<file path="config.mk">
export PLATFORM = sky130hd
export DESIGN_NAME = fmc_flash_mode_controller
export DESIGN_NICKNAME = d
export VERILOG_FILES = /design/src/fmc_pkg.sv /design/src/fmc_flash_mode_controller.sv
export SDC_FILE = /design/constraint.sdc
export NUM_CORES = 1
export LEC_CHECK = 0
export BUFFER_PORTS_ARGS = -buffer_cell sky130_fd_sc_hd__buf_4
export CAP_MARGIN = 20
export CORE_MARGIN = 4
export CORE_UTILIZATION = 54
export CTS_CLUSTER_SIZE = 12
export DETAILED_ROUTE_END_ITERATION = 10
export PLACE_DENSITY = 0.95
export SLEW_MARGIN = 20
export SYNTH_ARGS = -nofsm -noshare
export SYNTH_HDL_FRONTEND = slang
export SYNTH_SLANG_ARGS = --single-unit
</file>
<file path="constraint.sdc">
create_clock -name clk_sys -period 3.16 [get_ports clk_sys]
set_input_delay 0.158 -clock clk_sys [delete_from_list [all_inputs] [get_ports clk_sys]]
set_output_delay 0.158 -clock clk_sys [all_outputs]
set_load 0.01 [all_outputs]
</file>
<file path="src/fmc_pkg.sv">
// Functional notes
// - Setup, read, command entry and busy modes; reset starts in power-on setup, then read
// - Return to read after reset/completed command
// - Back in read soon after CPU reset
// - Bad address, data or order aborts
// - Write to read-protected flash aborts
// - Read mode holds until the first unlock write
// - Read returns one 32-bit double word
// - Reads aligned; address bits 1:0 ignored
// - Top three address bits pick segment
// - Step decoded from address, data and state
// - Controller starts on last write; erase when confirm window expires
// - Busy shown by status and ready/busy
// - Commands are several writes to fixed addresses
// - Erase confirms must beat a timed window
// - Array unreadable during power-on setup
package fmc_pkg;

  // Address and data widths
  localparam int ADDR_W     = 19;
  localparam int DATA_W     = 32;
  localparam int CMD_W      = 16;
  localparam int SEG_LSB    = 16;
  localparam int WORD_LSB   = 2;

  // Command unlock addresses and codes (byte addresses within the array)
  localparam logic [ADDR_W-1:0] UNLOCK_ADDR_A = 19'h05554;
  localparam logic [ADDR_W-1:0] UNLOCK_ADDR_B = 19'h02AA8;
  localparam logic [CMD_W-1:0]  UNLOCK_DATA_A = 16'h00A8;
  localparam logic [CMD_W-1:0]  UNLOCK_DATA_B = 16'h0054;
  localparam logic [CMD_W-1:0]  CODE_RESET    = 16'h00F0;
  localparam logic [CMD_W-1:0]  CODE_PROGRAM  = 16'h00A0;
  localparam logic [CMD_W-1:0]  CODE_ERASE    = 16'h0080;
  localparam logic [CMD_W-1:0]  CODE_CONFIRM  = 16'h0030;
  localparam logic [CMD_W-1:0]  CODE_PROTECT  = 16'h00C0;
  localparam logic [CMD_W-1:0]  CODE_UNPROT   = 16'h00C1;

  // Operation codes handed to the array
  localparam logic [2:0] OP_NONE    = 3'h0;
  localparam logic [2:0] OP_PROGRAM = 3'h1;
  localparam logic [2:0] OP_ERASE   = 3'h2;
  localparam logic [2:0] OP_PROTECT = 3'h3;
  localparam logic [2:0] OP_UNPROT  = 3'h4;

  // Status register layout
  localparam int ST_BUSY  = 0;
  localparam int ST_ERR   = 1;
  localparam int ST_ERASE = 2;
  localparam int ST_W     = 8;
  localparam logic [ST_W-1:0] STATUS_RESET = 8'h00;

  // Timing
  localparam int CLK_HZ            = 40_000_000;
  localparam int ERASE_WINDOW_NS   = 96_000;
  localparam int ERASE_WINDOW_CYC  = ERASE_WINDOW_NS / (1_000_000_000 / CLK_HZ);
  localparam int SETUP_NS          = 5_000;
  localparam int SETUP_CYC         = (SETUP_NS * (CLK_HZ / 1_000_000) + 999) / 1000;
  localparam int MAX_ERASE_BLOCKS  = 11;

  typedef enum logic [3:0] {
    FMC_SETUP, FMC_READ, FMC_UNLOCK1, FMC_UNLOCK2, FMC_SELECT,
    FMC_EUNLOCK1, FMC_EUNLOCK2, FMC_EUNLOCK3, FMC_PROG_DATA,
    FMC_ECONFIRM, FMC_BLOCK_SEL, FMC_BUSY
  } fmc_state_e;

endpackage

</file>
<file path="src/fmc_flash_mode_controller.sv">
`timescale 1ns/10ps
module fmc_flash_mode_controller
  import fmc_pkg::*;
(
  // System
  input  wire logic              clk_sys,
  input  wire logic              reset,
  input  wire logic              cpu_reset,
  // CPU read port
  input  wire logic              rd_req,
  input  wire logic [ADDR_W-1:0] rd_addr,
  output logic                   rd_ack,
  output logic [DATA_W-1:0]      rd_data,
  // CPU command write port
  input  wire logic              wr_req,
  input  wire logic [ADDR_W-1:0] wr_addr,
  input  wire logic [CMD_W-1:0]  wr_data,
  // Protection and array interface
  input  wire logic              read_protected,
  output logic                   array_rd_en,
  output logic [2:0]             array_rd_seg,
  output logic [SEG_LSB-3:0]     array_rd_word,
  input  wire logic [DATA_W-1:0] array_rd_data,
  output logic                   op_start,
  output logic [2:0]             op_code,
  output logic [ADDR_W-1:0]      op_addr,
  output logic [CMD_W-1:0]       op_data,
  input  wire logic              op_done,
  input  wire logic              op_fail,
  // Status
  output logic                   read_mode,
  output logic                   ready_busy_n,
  output logic [ST_W-1:0]        status,
  output logic                   hold_cpu_reset,
  input  wire logic              external_boot_select
);

  fmc_state_e            state;
  logic [15:0]           setup_cnt;
  logic [15:0]           erase_cnt;
  logic                  cmd_abort;
  logic                  last_write;
  logic [2:0]            next_op;

  // Command decoder: step comes from the address, the data and the present state
  always_comb begin
    cmd_abort  = 1'b0;
    last_write = 1'b0;
    next_op    = OP_NONE;
    if (wr_req && state != FMC_SETUP && state != FMC_BUSY) begin
      if (read_protected) begin
        cmd_abort = 1'b1;
      end else begin
        case (state)
          FMC_READ, FMC_EUNLOCK1:
            cmd_abort = !(wr_addr == UNLOCK_ADDR_A && wr_data == UNLOCK_DATA_A)
                        && wr_data != CODE_RESET;
          FMC_UNLOCK1, FMC_EUNLOCK2:
            cmd_abort = !(wr_addr == UNLOCK_ADDR_B && wr_data == UNLOCK_DATA_B);
          FMC_SELECT:
            cmd_abort = wr_addr != UNLOCK_ADDR_A ||
                        !(wr_data == CODE_PROGRAM || wr_data == CODE_ERASE ||
                          wr_data == CODE_PROTECT || wr_data == CODE_UNPROT);
          FMC_EUNLOCK3:
            cmd_abort = wr_data != CODE_CONFIRM;
          FMC_PROG_DATA: begin
            last_write = 1'b1;
            next_op    = OP_PROGRAM;
          end
          FMC_BLOCK_SEL: begin
            last_write = 1'b1;
            next_op    = (op_code == OP_UNPROT) ? OP_UNPROT : OP_PROTECT;
          end
          FMC_ECONFIRM:
            cmd_abort = wr_data != CODE_CONFIRM;
          default:
            cmd_abort = 1'b1;
        endcase
      end
    end
  end

  // Mode sequencer
  always_ff @(posedge clk_sys) begin
    if (reset) begin
      state <= FMC_SETUP;
    end else if (cpu_reset && state != FMC_SETUP) begin
      state <= FMC_READ;
    end else begin
      case (state)
        FMC_SETUP:
          if (setup_cnt == 16'(SETUP_CYC - 1)) state <= FMC_READ;
        FMC_BUSY:
          if (op_done) state <= FMC_READ;
        FMC_ECONFIRM:
          if (cmd_abort) state <= FMC_READ;
          else if (erase_cnt == 16'd0) state <= FMC_BUSY;
        default:
          if (cmd_abort) state <= FMC_READ;
          else if (wr_req && wr_data == CODE_RESET && state == FMC_READ)
            state <= FMC_READ;
          else if (last_write) state <= FMC_BUSY;
          else if (wr_req) begin
            case (state)
              FMC_READ:     state <= FMC_UNLOCK1;
              FMC_UNLOCK1:  state <= FMC_SELECT;
              FMC_SELECT:   state <= (wr_data == CODE_PROGRAM) ? FMC_PROG_DATA :
                                     (wr_data == CODE_ERASE) ? FMC_EUNLOCK1 : FMC_BLOCK_SEL;
              FMC_EUNLOCK1: state <= FMC_EUNLOCK2;
              FMC_EUNLOCK2: state <= FMC_EUNLOCK3;
              FMC_EUNLOCK3: state <= FMC_ECONFIRM;
              default:      state <= FMC_READ;
            endcase
          end
      endcase
    end
  end

  // Power-on setup counter
  always_ff @(posedge clk_sys) begin
    if (reset) setup_cnt <= 16'h0000;
    else if (state == FMC_SETUP) setup_cnt <= setup_cnt + 16'h0001;
  end

  // Erase confirm window, restarted by each confirm; no pause allowed
  always_ff @(posedge clk_sys) begin
    if (reset) erase_cnt <= 16'h0000;
    else if (wr_req && !cmd_abort && (state == FMC_EUNLOCK3 || state == FMC_ECONFIRM))
      erase_cnt <= 16'(ERASE_WINDOW_CYC - 1);
    else if (erase_cnt != 16'h0000) erase_cnt <= erase_cnt - 16'h0001;
  end

  // Operation hand-off to the erase/program controller
  always_ff @(posedge clk_sys) begin
    if (reset) begin
      op_start <= 1'b0;
      op_code  <= OP_NONE;
      op_addr  <= '0;
      op_data  <= 16'h0000;
    end else begin
      op_start <= 1'b0;
      if (state == FMC_SELECT && wr_req && !cmd_abort)
        op_code <= (wr_data == CODE_UNPROT) ? OP_UNPROT : OP_NONE;
      if (last_write && !cpu_reset) begin
        op_start <= 1'b1;
        op_code  <= next_op;
        op_addr  <= wr_addr;
        op_data  <= wr_data;
      end else if (state == FMC_ECONFIRM && !cmd_abort && erase_cnt == 16'h0000
                   && !cpu_reset) begin
        op_start <= 1'b1;
        op_code  <= OP_ERASE;
      end
      // Each erase confirm names the block; keep it for the launch
      if ((state == FMC_ECONFIRM || state == FMC_EUNLOCK3) && wr_req && !cmd_abort) begin
        op_addr <= wr_addr;
        op_data <= wr_data;
      end
    end
  end

  // Status register; sticky error cleared by the next launch
  always_ff @(posedge clk_sys) begin
    if (reset) status <= STATUS_RESET;
    else begin
      status[ST_BUSY]  <= (state == FMC_BUSY) && !op_done;
      status[ST_ERASE] <= (state == FMC_BUSY) && op_code == OP_ERASE;
      if (state == FMC_BUSY && op_done && op_fail) status[ST_ERR] <= 1'b1;
      else if (op_start) status[ST_ERR] <= 1'b0;
    end
  end

  // Array reads, only in read mode; word aligned, segment from top bits
  always_ff @(posedge clk_sys) begin
    if (reset) begin
      rd_ack        <= 1'b0;
      rd_data       <= 32'h00000000;
      array_rd_en   <= 1'b0;
      array_rd_seg  <= 3'h0;
      array_rd_word <= '0;
    end else begin
      array_rd_en <= rd_req && state == FMC_READ;
      rd_ack      <= array_rd_en;
      if (rd_req && state == FMC_READ) begin
        array_rd_seg  <= rd_addr[ADDR_W-1:SEG_LSB];
        array_rd_word <= rd_addr[SEG_LSB-1:WORD_LSB];
      end
      if (array_rd_en) rd_data <= array_rd_data;
    end
  end

  assign read_mode      = state == FMC_READ;
  assign ready_busy_n   = state != FMC_BUSY;
  assign hold_cpu_reset = external_boot_select && state == FMC_SETUP;

endmodule

</file>
==> reports/metrics.cfg, run 1 <==
[status]
outcome=finished, final reports clean

[route]
drt-total-wl_um=21200
route.detailed.drc=0
antenna_left=0
first_pass_iters=5
viasPerCell=5.883
num_vias=6136
first_iter_violations=703
post_drt_wl_per_cell_um=20.33

[timing]
maxSlewHeadroom=0.3345
period_share=0.9282
tightest_slew_ps=998.2
fmax_mhz=340.9
period_needed_ps=2933
hold_viol=0
rsz0062_at_grt=no
finClkSkew_ps=12.98
fin_tns_setup_ps=0
finalSetupViolCount=0
finalMaxSlewViolations=0

[worst_setup_path]
crit_type=reg -> reg
cpPeakStageDelay_ps=670
crit_buf_inv=1
cp-start-kind=flip-flop
r2r-end=op_addr[5]$_SDFFE_PP0P_
regToRegSetupSlack_ps=230
worstRegToRegCells=8
cp_data_arrival_time_ps=3310
path_cells=nor3_1 -> o32a_1 -> a21oi_1 -> o2111ai_2 -> o21ai_4 -> buf_6 -> mux2i_1 -> nor2_1
path_max_fanout=19
worstPathRequired_ps=3540
r2r_start=state[3]$_SDFFE_PP0P_
cp_top_family=compound AO/OA/AOI/OAI gates
slowest_stage=dfxtp_1
crit_path_end_kind=flip-flop

[yosys]
synth-edff-count=0
synth-async-reset-ratio=0
synth_cell_types=64
synth_area_leader_cell=dfxtp_1
syn_inst=622
synth_flop_cell=dfxtp_1
syn_area_per_cell_um2=9.052
yosysWarnings=0
synth.cell_area_um2=5630
synth-seq-area-share=0.4587
synth_top_area_share=0.4587
netlist_top_cells_area=dfxtp_1 46%, mux2i_1 12%, nor2_1 6.9%, nand2_1 4.4%, a21oi_1 3.8%
synth_seq_cells=129

[flow_run]
cap_viol_max_count=0

[cts]
tritoncts=built
clock_path_buffers=2
htreeDepth=4
clock-sinks=129
cts_root_buf=clkbuf_8
numCtsBuffers=17
clkSlewWorstSetupHoldPaths_ps=60
clk_latency_ps=520

[power]
pwr_density_cell_nw_per_um2=652.2
power.total_mw=5.623
leakage_nw=3.494
ir_drop_v=0.0004470

[worst_hold_path]
min-delay-path-class=in -> reg
min_to=state[1]$_SDFFE_PP0P_
whs_path_depth=4
min_from=cpu_reset

[global_route]
antenna_found_initial=4
grt_use_total=0.3574
grt_pass1_wl_um=32880
grt_pass1_vias=6380
grt-ovfl-total=0
grt_max_degree=67

[finish]
nets=987
drive_gt1_frac=0.2658
synthToLayoutAreaGrowth_pct=53.13
final_cells=1043

[placement]
io_buffers=188
dp.cells=920
place_hpwl_um=11180
gp_congestion=0.9154

[floorplanning]
dieArea_um2=12120
die_y_um=110.1
die_w_um=110.1
core_region_area_um2=10230
rows=37
start_util=0.5503
ioPinCount=196

-- timing repair --
| item | 4_1_cts | 5_1_grt |
|---|---|---|
| hold buffers | 87 | 0 |
| setup buffers | 0 | 0 |
| gates resized for setup | 0 | 3 |
| endpoints found under the setup margin | 0 | 18 |
| endpoints found under the hold margin | 87 | 0 |
-- synth_stat cells, drive strengths merged, types with 2 or more instances --
cell / count
and2: 3
or2: 3
o22ai: 2
mux2i: 67
nor4bb: 3
a211oi: 2
and4b: 2
a21oi: 43
o21ai: 11
inv: 8
nor4: 10
nor2b: 6
o31ai: 2
nand2b: 9
nor2: 103
o211ai: 2
xor2: 10
and3: 2
nand4: 9
a211o: 2
clkbuf: 24
nor4b: 3
nand3b: 4
or4: 3
ha: 2
nand3: 12
nor3: 22
nand2: 66
a31oi: 3
dfxtp: 129
buf: 11
nor3b: 3
or3: 5
xnor2: 15
nand4b: 6
-- layout make-up --
type	instances	area, µm²
timing repair buffer	280	2323
antenna	4	10.01
sequential	129	2584
fill	464	1609
clock buffer	20	445.4
multi-input combinational	454	2856
tap	136	170.2
clock inverter	12	202.7
inverter	8	30.03
-- tightest hold or removal path, delay by kind of cell --
kind	cells	cell delay, ps
AOI/OAI and AO/OA	1	50
and+or+nand+nor	2	170
buffers and inverters	1	120
-- flip-flops by register name, indices dropped and copies added, names as in the netlist --
register,cells
setup_cnt,16
rd_ack,1
op_addr,19
array_rd_seg,3
erase_cnt,16
op_code,3
array_rd_en,1
state,4
op_data,16
array_rd_word,14
op_start,1
status,3
rd_data,32
-- worst max-delay path by stage --
stage / cells past startpoint / start / end
global route: 10 / wr_addr[18] / op_addr[5]$_SDFFE_PP0P_
finish: 8 / state[3]$_SDFFE_PP0P_ / op_addr[5]$_SDFFE_PP0P_
floorplan: 6 / setup_cnt[11]$_SDFFE_PP0P_ / state[1]$_SDFFE_PP0P_
global placement: 8 / state[3]$_SDFFE_PP0P_ / op_addr[2]$_SDFFE_PP0P_
CTS: 8 / state[3]$_SDFFE_PP0P_ / op_addr[4]$_SDFFE_PP0P_
detailed placement: 8 / state[3]$_SDFFE_PP0P_ / op_addr[18]$_SDFFE_PP0P_
-- metal layers --
layer | track usage | up-vias | wire [µm]
met1 | 0.3835 | 2836 | 7172
met2 | 0.6213 | 455 | 10670
met4 | 0.2357 | 0 | 1493
li1 | - | 2702 | -
met3 | 0.08853 | 143 | 1864
met5 | 0 | - | 0
-- placed cells by master (no fill, tap or decap), types with 3 or more instances in the layout --
cell,count
buf_4,192
dfxtp_1,128
nor2_1,103
dlygate4sd3_1,87
mux2i_1,67
nand2_1,66
a21oi_1,43
nor3_1,20
clkbuf_16,16
xnor2_1,15
nand3_1,12
xor2_1,10
nand2b_1,9
o21ai_0,9
inv_1,8
nand4_1,8
nor2b_1,6
nand4b_1,6
nor4_1,5
or3_1,5
conb_1,5
bufinv_16,5
diode_2,4
nand3b_1,4
and2_1,3
or4_1,3
nor4_2,3
nor4b_1,3
nor3b_1,3
a31oi_1,3
clkbuf_8,3
-- report_power, final --
group          leakage (nW)  internal [mW]  switching (mW)
sequential             1.05           1.78           0.179
combinational          2.13          0.671           0.844
clock                 0.316           1.41           0.740
total                  3.49           3.86            1.76
-- kinds of logic (layout without fill, tap and decap cells) --
| family | Yosys count | count (layout) | synth area share |
|---|---|---|---|
| buffers and inverters | 43 | 320 | 0.04222 |
| other | 1 | 9 | 0.0006660 |
| flip-flops | 129 | 129 | 0.4587 |
| adder cells (fa/ha/maj) | 2 | 2 | 0.004444 |
| AO/OA/AOI/OAI | 78 | 78 | 0.08711 |
| XOR/XNOR | 25 | 25 | 0.03889 |
| multiplexers | 67 | 67 | 0.1191 |
| AND/OR/NAND/NOR | 277 | 277 | 0.2489 |
-- metrics by stage --
stage                     cell area, µm²    util  hold WS (ps)  worst slack [ps]
final                               8622  0.8427         43.45             226.9
after global routing                8622  0.8427         65.75             66.63
after CTS                           8584  0.8391         8.066             441.5
after detailed placement            7066  0.6906         351.6             583.1
after global placement              7066  0.6906         345.3             703.0
after floorplan                     5645       -         237.3              1175
Power figures use the tool's default switching activity.
==> run 2: changes to the inputs <==
Settings changed: ABC_AREA from default to 1, PLACE_DENSITY 0.95 to 0.85.
==> run 2 against run 1 <==
  * Largest power group is now combinational cells
  * Design area increased by 2.0%
  * Maximum frequency increased by 18%
  * Synthesized cell count increased by 33%
  * Hold slack got worse by 22 ps
  * Flip-flop and latch count unchanged
  * Worst setup slack improved by 460 ps
  * Routed wire length decreased by 2.2%
  * Total power increased by 9.5%
  * Via count increased by 10%
  * Sequential power increased by 7%
  * Largest cell class unchanged
  * Highest routed layer unchanged
  * Clock skew decreased by 2.4 ps
==> reports/metrics.cfg, run 2 <==
[worst_hold_path]
whs_path_depth=3  ; -1
min-delay-path-class=in -> reg
min_to=array_rd_word[4]$_SDFFE_PP0P_
min_from=rd_req

[route]
first_iter_violations=540  ; -23%
post_drt_wl_per_cell_um=16.62  ; -18%
viasPerCell=5.411  ; -8.0%
num_vias=6753  ; +10%
antenna_left=0  ; unchanged
drt-total-wl_um=20750  ; -2.2%
route.detailed.drc=0  ; unchanged
first_pass_iters=5  ; unchanged

[worst_setup_path]
path_max_fanout=36  ; +17
crit_path_end_kind=flip-flop
cp_common_cell=nor2_1
regToRegSetupSlack_ps=700  ; +470 ps
r2r-end=op_addr[14]$_SDFFE_PP0P_
cp-start-kind=input pin
path_cells=dlygate4sd3_1 -> buf_4 -> nor2_1 -> nand2_1 -> nor2_2 -> inv_1 -> nor2_1 -> nand2_1 -> nand2_1 -> nand4_2 -> nand2_4 -> nand3_4 -> nand2_8 -> inv_6 -> nor2_1 -> nor2_1
crit_type=in -> reg
worstPathRequired_ps=3580  ; +40 ps
r2r_start=state[3]$_SDFFE_PP0P_
cp_data_arrival_time_ps=2900  ; -410 ps
slowest_stage=dlygate4sd3_1
worstRegToRegCells=14  ; +6
cpPeakStageDelay_ps=550  ; -120 ps

[yosys]
synth_top_area_share=0.4416  ; -0.01707
synth.cell_area_um2=5848  ; +3.9%
synth-async-reset-ratio=0  ; unchanged
synth-edff-count=0  ; unchanged
syn_inst=826  ; +33%
synth-seq-area-share=0.4416  ; -0.01707
synth_seq_cells=129  ; unchanged
ys_top_cells_by_count=186 x nor2_1, 129 x dfxtp_1, 118 x nand2_1, 74 x inv_1, 64 x o21ai_0
synth_flop_cell=dfxtp_1
yosysMostFrequentCell=nor2_1
synth_cell_types=40  ; -38%
synth_area_leader_cell=dfxtp_1
netlist_top_cells_area=dfxtp_1 44%, nor2_1 12%, nand2_1 7.6%, o21ai_0 5.5%, inv_1 4.7%
yosysWarnings=0  ; unchanged
syn_area_per_cell_um2=7.080  ; -22%

[finish]
synthToLayoutAreaGrowth_pct=50.34
fillers=579  ; +25%
nets=1196  ; +21%
layout_common_cells=192 x buf_4, 186 x nor2_1, 129 x dfxtp_1
final_common_cell=buf_4
largest_register_ffs=32  ; unchanged
regMostFlops=rd_data
drive_gt1_frac=0.2574  ; -0.008355
reg_top3=rd_data (32), op_addr (19)

[placement]
io_buffers=188  ; unchanged
gp_congestion=0.9033  ; -1.3%
place_hpwl_um=11130  ; -0.44%

[cts]
tritoncts=built
cts-hold-fix-buffers=95  ; +9.2%
clkSlewWorstSetupHoldPaths_ps=60  ; about the same
numCtsBuffers=17  ; unchanged
clock-sinks=129  ; unchanged
clock_path_buffers=2  ; unchanged
post_cts_resized=0  ; unchanged
cts_root_buf=clkbuf_8
cts_setup_buffers=0  ; unchanged
htreeDepth=4  ; unchanged
clk_latency_ps=530  ; about the same

[global_route]
met1_usage=0.3616  ; -0.02187
grt_pass1_wl_um=34140  ; +3.8%
grt_use_total=0.3331  ; -0.02423
met3_usage=0.08733  ; -0.001195
grt-busiest-layer=met2
grt_max_degree=55  ; -18%
grt_pass1_vias=7084  ; +11%
antenna_found_initial=1  ; -3
grt_use_met2=0.5835  ; -0.03778
grt-ovfl-total=0  ; unchanged

[floorplanning]
ioPinCount=196  ; unchanged
die_y_um=112.1  ; +1.8%
core_region_area_um2=10420  ; +1.8%
die_w_um=112.1  ; +1.8%
dieArea_um2=12560  ; +3.6%
start_util=0.5614  ; +0.01112
rows=37  ; unchanged

[power]
pwr_density_cell_nw_per_um2=700.2  ; +7.4%
ir_drop_v=0.0004581  ; +2.5%
leakage_nw=4.078  ; +17%

[timing]
whs_ps=21.14  ; -22.31 ps
period_needed_ps=2477  ; -455.8 ps
rsz0062_at_grt=no
fin_tns_setup_ps=0  ; unchanged
period_share=0.7840  ; -0.1442
fmax_mhz=403.7  ; +18%
finalSetupViolCount=0  ; unchanged
tightest_slew_ps=1016  ; +17.55 ps
finalMaxSlewViolations=0  ; unchanged
hold_viol=0  ; unchanged
maxSlewHeadroom=0.3221  ; -0.01244
finClkSkew_ps=10.62  ; -2.361 ps

[flow_run]
cap_viol_max_count=0  ; unchanged

[status]
outcome=finished, final reports clean

run 2: worst max-delay path by stage:
stage,startpoint,end,cells past startpoint,slack [ps]
finish,wr_data[11],op_data[0]$_SDFFE_PP0P_,16,680
global placement,state[3]$_SDFFE_PP0P_,op_data[0]$_SDFFE_PP0P_,14,850
detailed placement,state[0]$_SDFFE_PP0P_,op_data[1]$_SDFFE_PP0P_,14,810
global route,state[0]$_SDFFE_PP0P_,op_addr[14]$_SDFFE_PP0P_,14,530
CTS,state[3]$_SDFFE_PP0P_,op_addr[14]$_SDFFE_PP0P_,14,720
floorplan,erase_cnt[0]$_SDFFE_PP0P_,erase_cnt[15]$_SDFFE_PP0P_,13,1320
run 2: report_power, final:
group | internal [mW] | switching (mW)
logic | 0.865 | 1.28
clock network | 1.14 | 0.765
registers | 1.89 | 0.217
run 2: final cells by class:
| cell class | count | area [µm²] | area share |
|---|---|---|---|
| Clock inverter | 12 | 135.1 | 0.01537 |
| Antenna cell | 1 | 2.502 | 0.0002846 |
| Timing Repair Buffer | 287 | 2392 | 0.2721 |
| Sequential cell | 129 | 2582 | 0.2937 |
| Inverter | 82 | 312.8 | 0.03558 |
| Tap cell | 136 | 170.2 | 0.01935 |
| Clock buffer | 19 | 431.7 | 0.04910 |
| Multi-Input combinational cell | 582 | 2765 | 0.3145 |
run 2: cells by family after synthesis:
family	Yosys count	synth area share
AOI/OAI and AO/OA	132	0.1177
xor gates and xnor gates	9	0.01348
adders and majority gates	2	0.004278
buffers and inverters	119	0.08900
DFF	129	0.4416
other	1	0.0006412
and+or+nand+nor	434	0.3333
run 2: per-stage QoR:
stage / instance area (µm²) / util / power [mW] / cells / setup WS (ps)
after global placement: 7272 / 0.6981 / 3.977 / 1121 / 853.4
after detailed placement: 7272 / 0.6981 / 4.017 / 1121 / 808.8
after CTS: 8790 / 0.8438 / 6.033 / 1247 / 722.1
final: 8792 / 0.8441 / 6.156 / 1248 / 682.7
after global routing: 8792 / 0.8441 / 6.513 / 1248 / 528.6
after floorplan: 5863 / - / 3.406 / 830 / 1319
run 2: per-layer routing:
layer | share of wire | routed length, µm
met5 | 0 | 0
met4 | 0.054 | 1115
met3 | 0.079 | 1637
met2 | 0.50 | 10440
met1 | 0.36 | 7548
run 2: worst max-delay path, delay by kind of cell:
kind	cells	cell delay [ps]
buffers and inverters	4	990
AND/OR/NAND/NOR	12	1730
==> run 3: changes to the inputs <==
Settings changed: ABC_AREA 1 to 0, CORE_UTILIZATION 54 to 45, PLACE_DENSITY 0.85 to 0.76.
Clock period 3.16 ns to 2.2 ns, I/O delays scaled along.
==> run 3 against run 2 <==
  * The run now ends with setup timing left
  * Global-route usage shrank 7.7 points
  * Core utilization shrank 11 points
  * Register-to-register slack lost 670 ps
  * Critical endpoint is now op_data[7]$_SDFFE_PP0P_
==> reports/metrics.cfg, run 3 (synthesis gave the netlist of run 1 again) <==
[route]
first_pass_iters=5  ; unchanged
route.detailed.drc=0  ; unchanged
first_iter_violations=260  ; -52%
antenna_left=0  ; unchanged
num_vias=5906  ; -13%
post_drt_wl_per_cell_um=17.72  ; +6.6%
drt-total-wl_um=19440  ; -6.3%
viasPerCell=5.384  ; -0.50%

[timing]
fin_ws_ps=-42.17  ; -724.9 ps
fmax_mhz=446.0
period_needed_ps=2242
rsz0062_at_grt=yes
hold_viol=0  ; unchanged
finalMaxSlewViolations=0  ; unchanged
maxSlewHeadroom=0.6160  ; +0.2939
finClkSkew_ps=6.180  ; -4.444 ps
tightest_slew_ps=574.6  ; -441.1 ps
fin_tns_setup_ps=-105.2  ; -105.2 ps
finalSetupViolCount=4  ; +4
period_share=1.019
whs_ps=45.86  ; +24.72 ps

[power]
pwr-share-clk=0.367  ; +0.057
switching_power_mw=2.478  ; +9.5%
pwr_density_cell_nw_per_um2=890.8  ; +27%
p_sw_frac=0.3108  ; -0.05701
combPwrFrac=0.289  ; -0.060
p_int_mw=5.496  ; +41%
ir_drop_v=0.0005801  ; +27%
leakage_nw=3.645  ; -11%
power_frac_seq=0.344  ; +0.002

[worst_setup_path]
r2r_start=state[1]$_SDFFE_PP0P_
crit_type=in -> reg
cp_common_cell=buf_4
slowest_stage=dlygate4sd3_1
path_max_fanout=8  ; -78%
worstPathRequired_ps=2480  ; -1100 ps
path_cells=dlygate4sd3_1 -> buf_4 -> nand4b_1 -> o311ai_2 -> o2111ai_2 -> o21ai_4 -> buf_4 -> buf_12 -> mux2i_2 -> nor2_1
crit_buf_inv=4  ; unchanged
r2r-end=op_data[7]$_SDFFE_PP0P_
regToRegSetupSlack_ps=30  ; -670 ps
worstRegToRegCells=9  ; -5
cp-start-kind=input pin
cp_data_arrival_time_ps=2520  ; -380 ps
crit_path_end_kind=flip-flop
cpPeakStageDelay_ps=560  ; about the same
cp_top_family=buffers and inverters

[floorplanning]
die_y_um=119.9  ; +7.0%
rows=40  ; +8.1%
core_region_area_um2=12110  ; +16%
dieArea_um2=14370  ; +14%
ioPinCount=196  ; unchanged
die_w_um=119.9  ; +7.0%
start_util=0.4649  ; -0.09657

[status]
violations=setup timing
outcome=complete, but fails checks

[finish]
largest_register_ffs=32  ; unchanged
insertedDiodeCount=0  ; -1
synthToLayoutAreaGrowth_pct=58.98
reg_top3=rd_data (32), op_addr (19)
drive_gt1_frac=0.3122  ; +0.05474
nets=1013  ; -15%
final_common_cell=buf_4
regMostFlops=rd_data
layout_common_cells=216 x buf_4, 123 x dfxtp_1, 103 x nor2_1

[cts]
clkSlewWorstSetupHoldPaths_ps=60  ; about the same
cts_root_buf=clkbuf_16
tritoncts=built
clock_path_buffers=2  ; unchanged
htreeDepth=4  ; unchanged
numCtsBuffers=17  ; unchanged
clock-sinks=129  ; unchanged
clk_latency_ps=420  ; -110 ps

[global_route]
antenna_found_initial=0  ; -1
grt_pass1_vias=6101  ; -14%
grt_pass1_wl_um=29750  ; -13%
grt_use_total=0.2564  ; -0.07675
grt-ovfl-total=0  ; unchanged
grt_max_degree=47  ; -15%

[worst_hold_path]
min_from=cpu_reset
min-delay-path-class=in -> reg
whs_path_depth=4  ; +1
min_to=state[1]$_SDFFE_PP0P_

[placement]
io_buffers=188  ; unchanged
gp_congestion=0.8509  ; -5.8%
place_hpwl_um=11350  ; +2.0%

[flow_run]
cap_viol_max_count=0  ; unchanged

[run 3: cell types whose count changed in the layout (fill, tap and decap cells not counted), sizes merged, moves of 28 or more]
cell,previous run,this run
nand3,46,12
buf,192,220
o21ai,82,11
nand2,124,66
nor2,225,103
inv,83,12
mux2i,0,67
[run 3: cell type report]
type	instances	area (µm²)
fill	828	3161
multi-input combinational	454	2927
sequential	129	2592
timing repair buffer	306	2582
clock buffer	17	425.4
tap	168	210.2
clock inverter	15	183.9
inverter	8	30.03
[run 3: metal layers]
layer	vias up	track usage	routed length, µm
li1	2749	-	-
met1	2772	0.2851	7509
met2	316	0.4396	9591
met3	69	0.08860	1583
met4	0	0.1203	752
met5	-	0	0
[run 3: through the flow]
stage | cell area [µm²] | total power [mW] | util | instances | worst slack, ps
after global placement | 7283 | 4.752 | 0.6013 | 974 | -19.70
after floorplan | 5645 | 4.049 | - | 626 | 215.1
final | 8951 | 7.974 | 0.7391 | 1097 | -42.17
after global routing | 8951 | 8.372 | 0.7391 | 1097 | -82.42
after detailed placement | 7283 | 4.841 | 0.6013 | 974 | -159.3
after CTS | 8785 | 7.879 | 0.7253 | 1092 | -40.89
[run 3: timing repair]
| action | in CTS | in global routing |
|---|---|---|
| buffers inserted | 1 | 3 |
| resized for setup | 3 | 25 |
| pin swaps | 1 | 6 |
| endpoints found under the setup margin | 35 | 38 |
| gates cloned | 1 | 2 |
| hold buffers | 84 | 0 |
| endpoints found under the hold margin | 84 | 0 |
[run 3: worst max path at each step]
stage	startpoint	endpoint	slack (ps)	cells after the start
3_3_place_gp	wr_data[11]	op_data[11]$_SDFFE_PP0P_	-20	9
6_report	wr_data[4]	op_data[7]$_SDFFE_PP0P_	-40	10
4_1_cts	setup_cnt[10]$_SDFFE_PP0P_	state[2]$_SDFFE_PP0P_	-40	6
3_5_place_dp	wr_data[11]	op_data[7]$_SDFFE_PP0P_	-160	9
5_1_grt	wr_data[4]	op_data[7]$_SDFFE_PP0P_	-80	10
2_1_floorplan	setup_cnt[11]$_SDFFE_PP0P_	state[1]$_SDFFE_PP0P_	220	6
[run 3: power groups by stage]
stage	sequential, mW	combinational, mW	clock (mW)
2_1_floorplan	2.79	1.26	0
3_3_place_gp	2.76	1.99	0
3_5_place_dp	2.78	2.06	0
4_1_cts	2.73	2.20	2.95
5_1_grt	2.77	2.54	3.06
6_report	2.74	2.30	2.93
[run 3: worst reg2reg max path, delay by kind of cell (launching register included)]
kind	cells	cell delay, ps
AOI/OAI and AO/OA	4	880
DFF	1	340
buffers and inverters	2	320
and+or+nand+nor	2	250
muxes	1	250
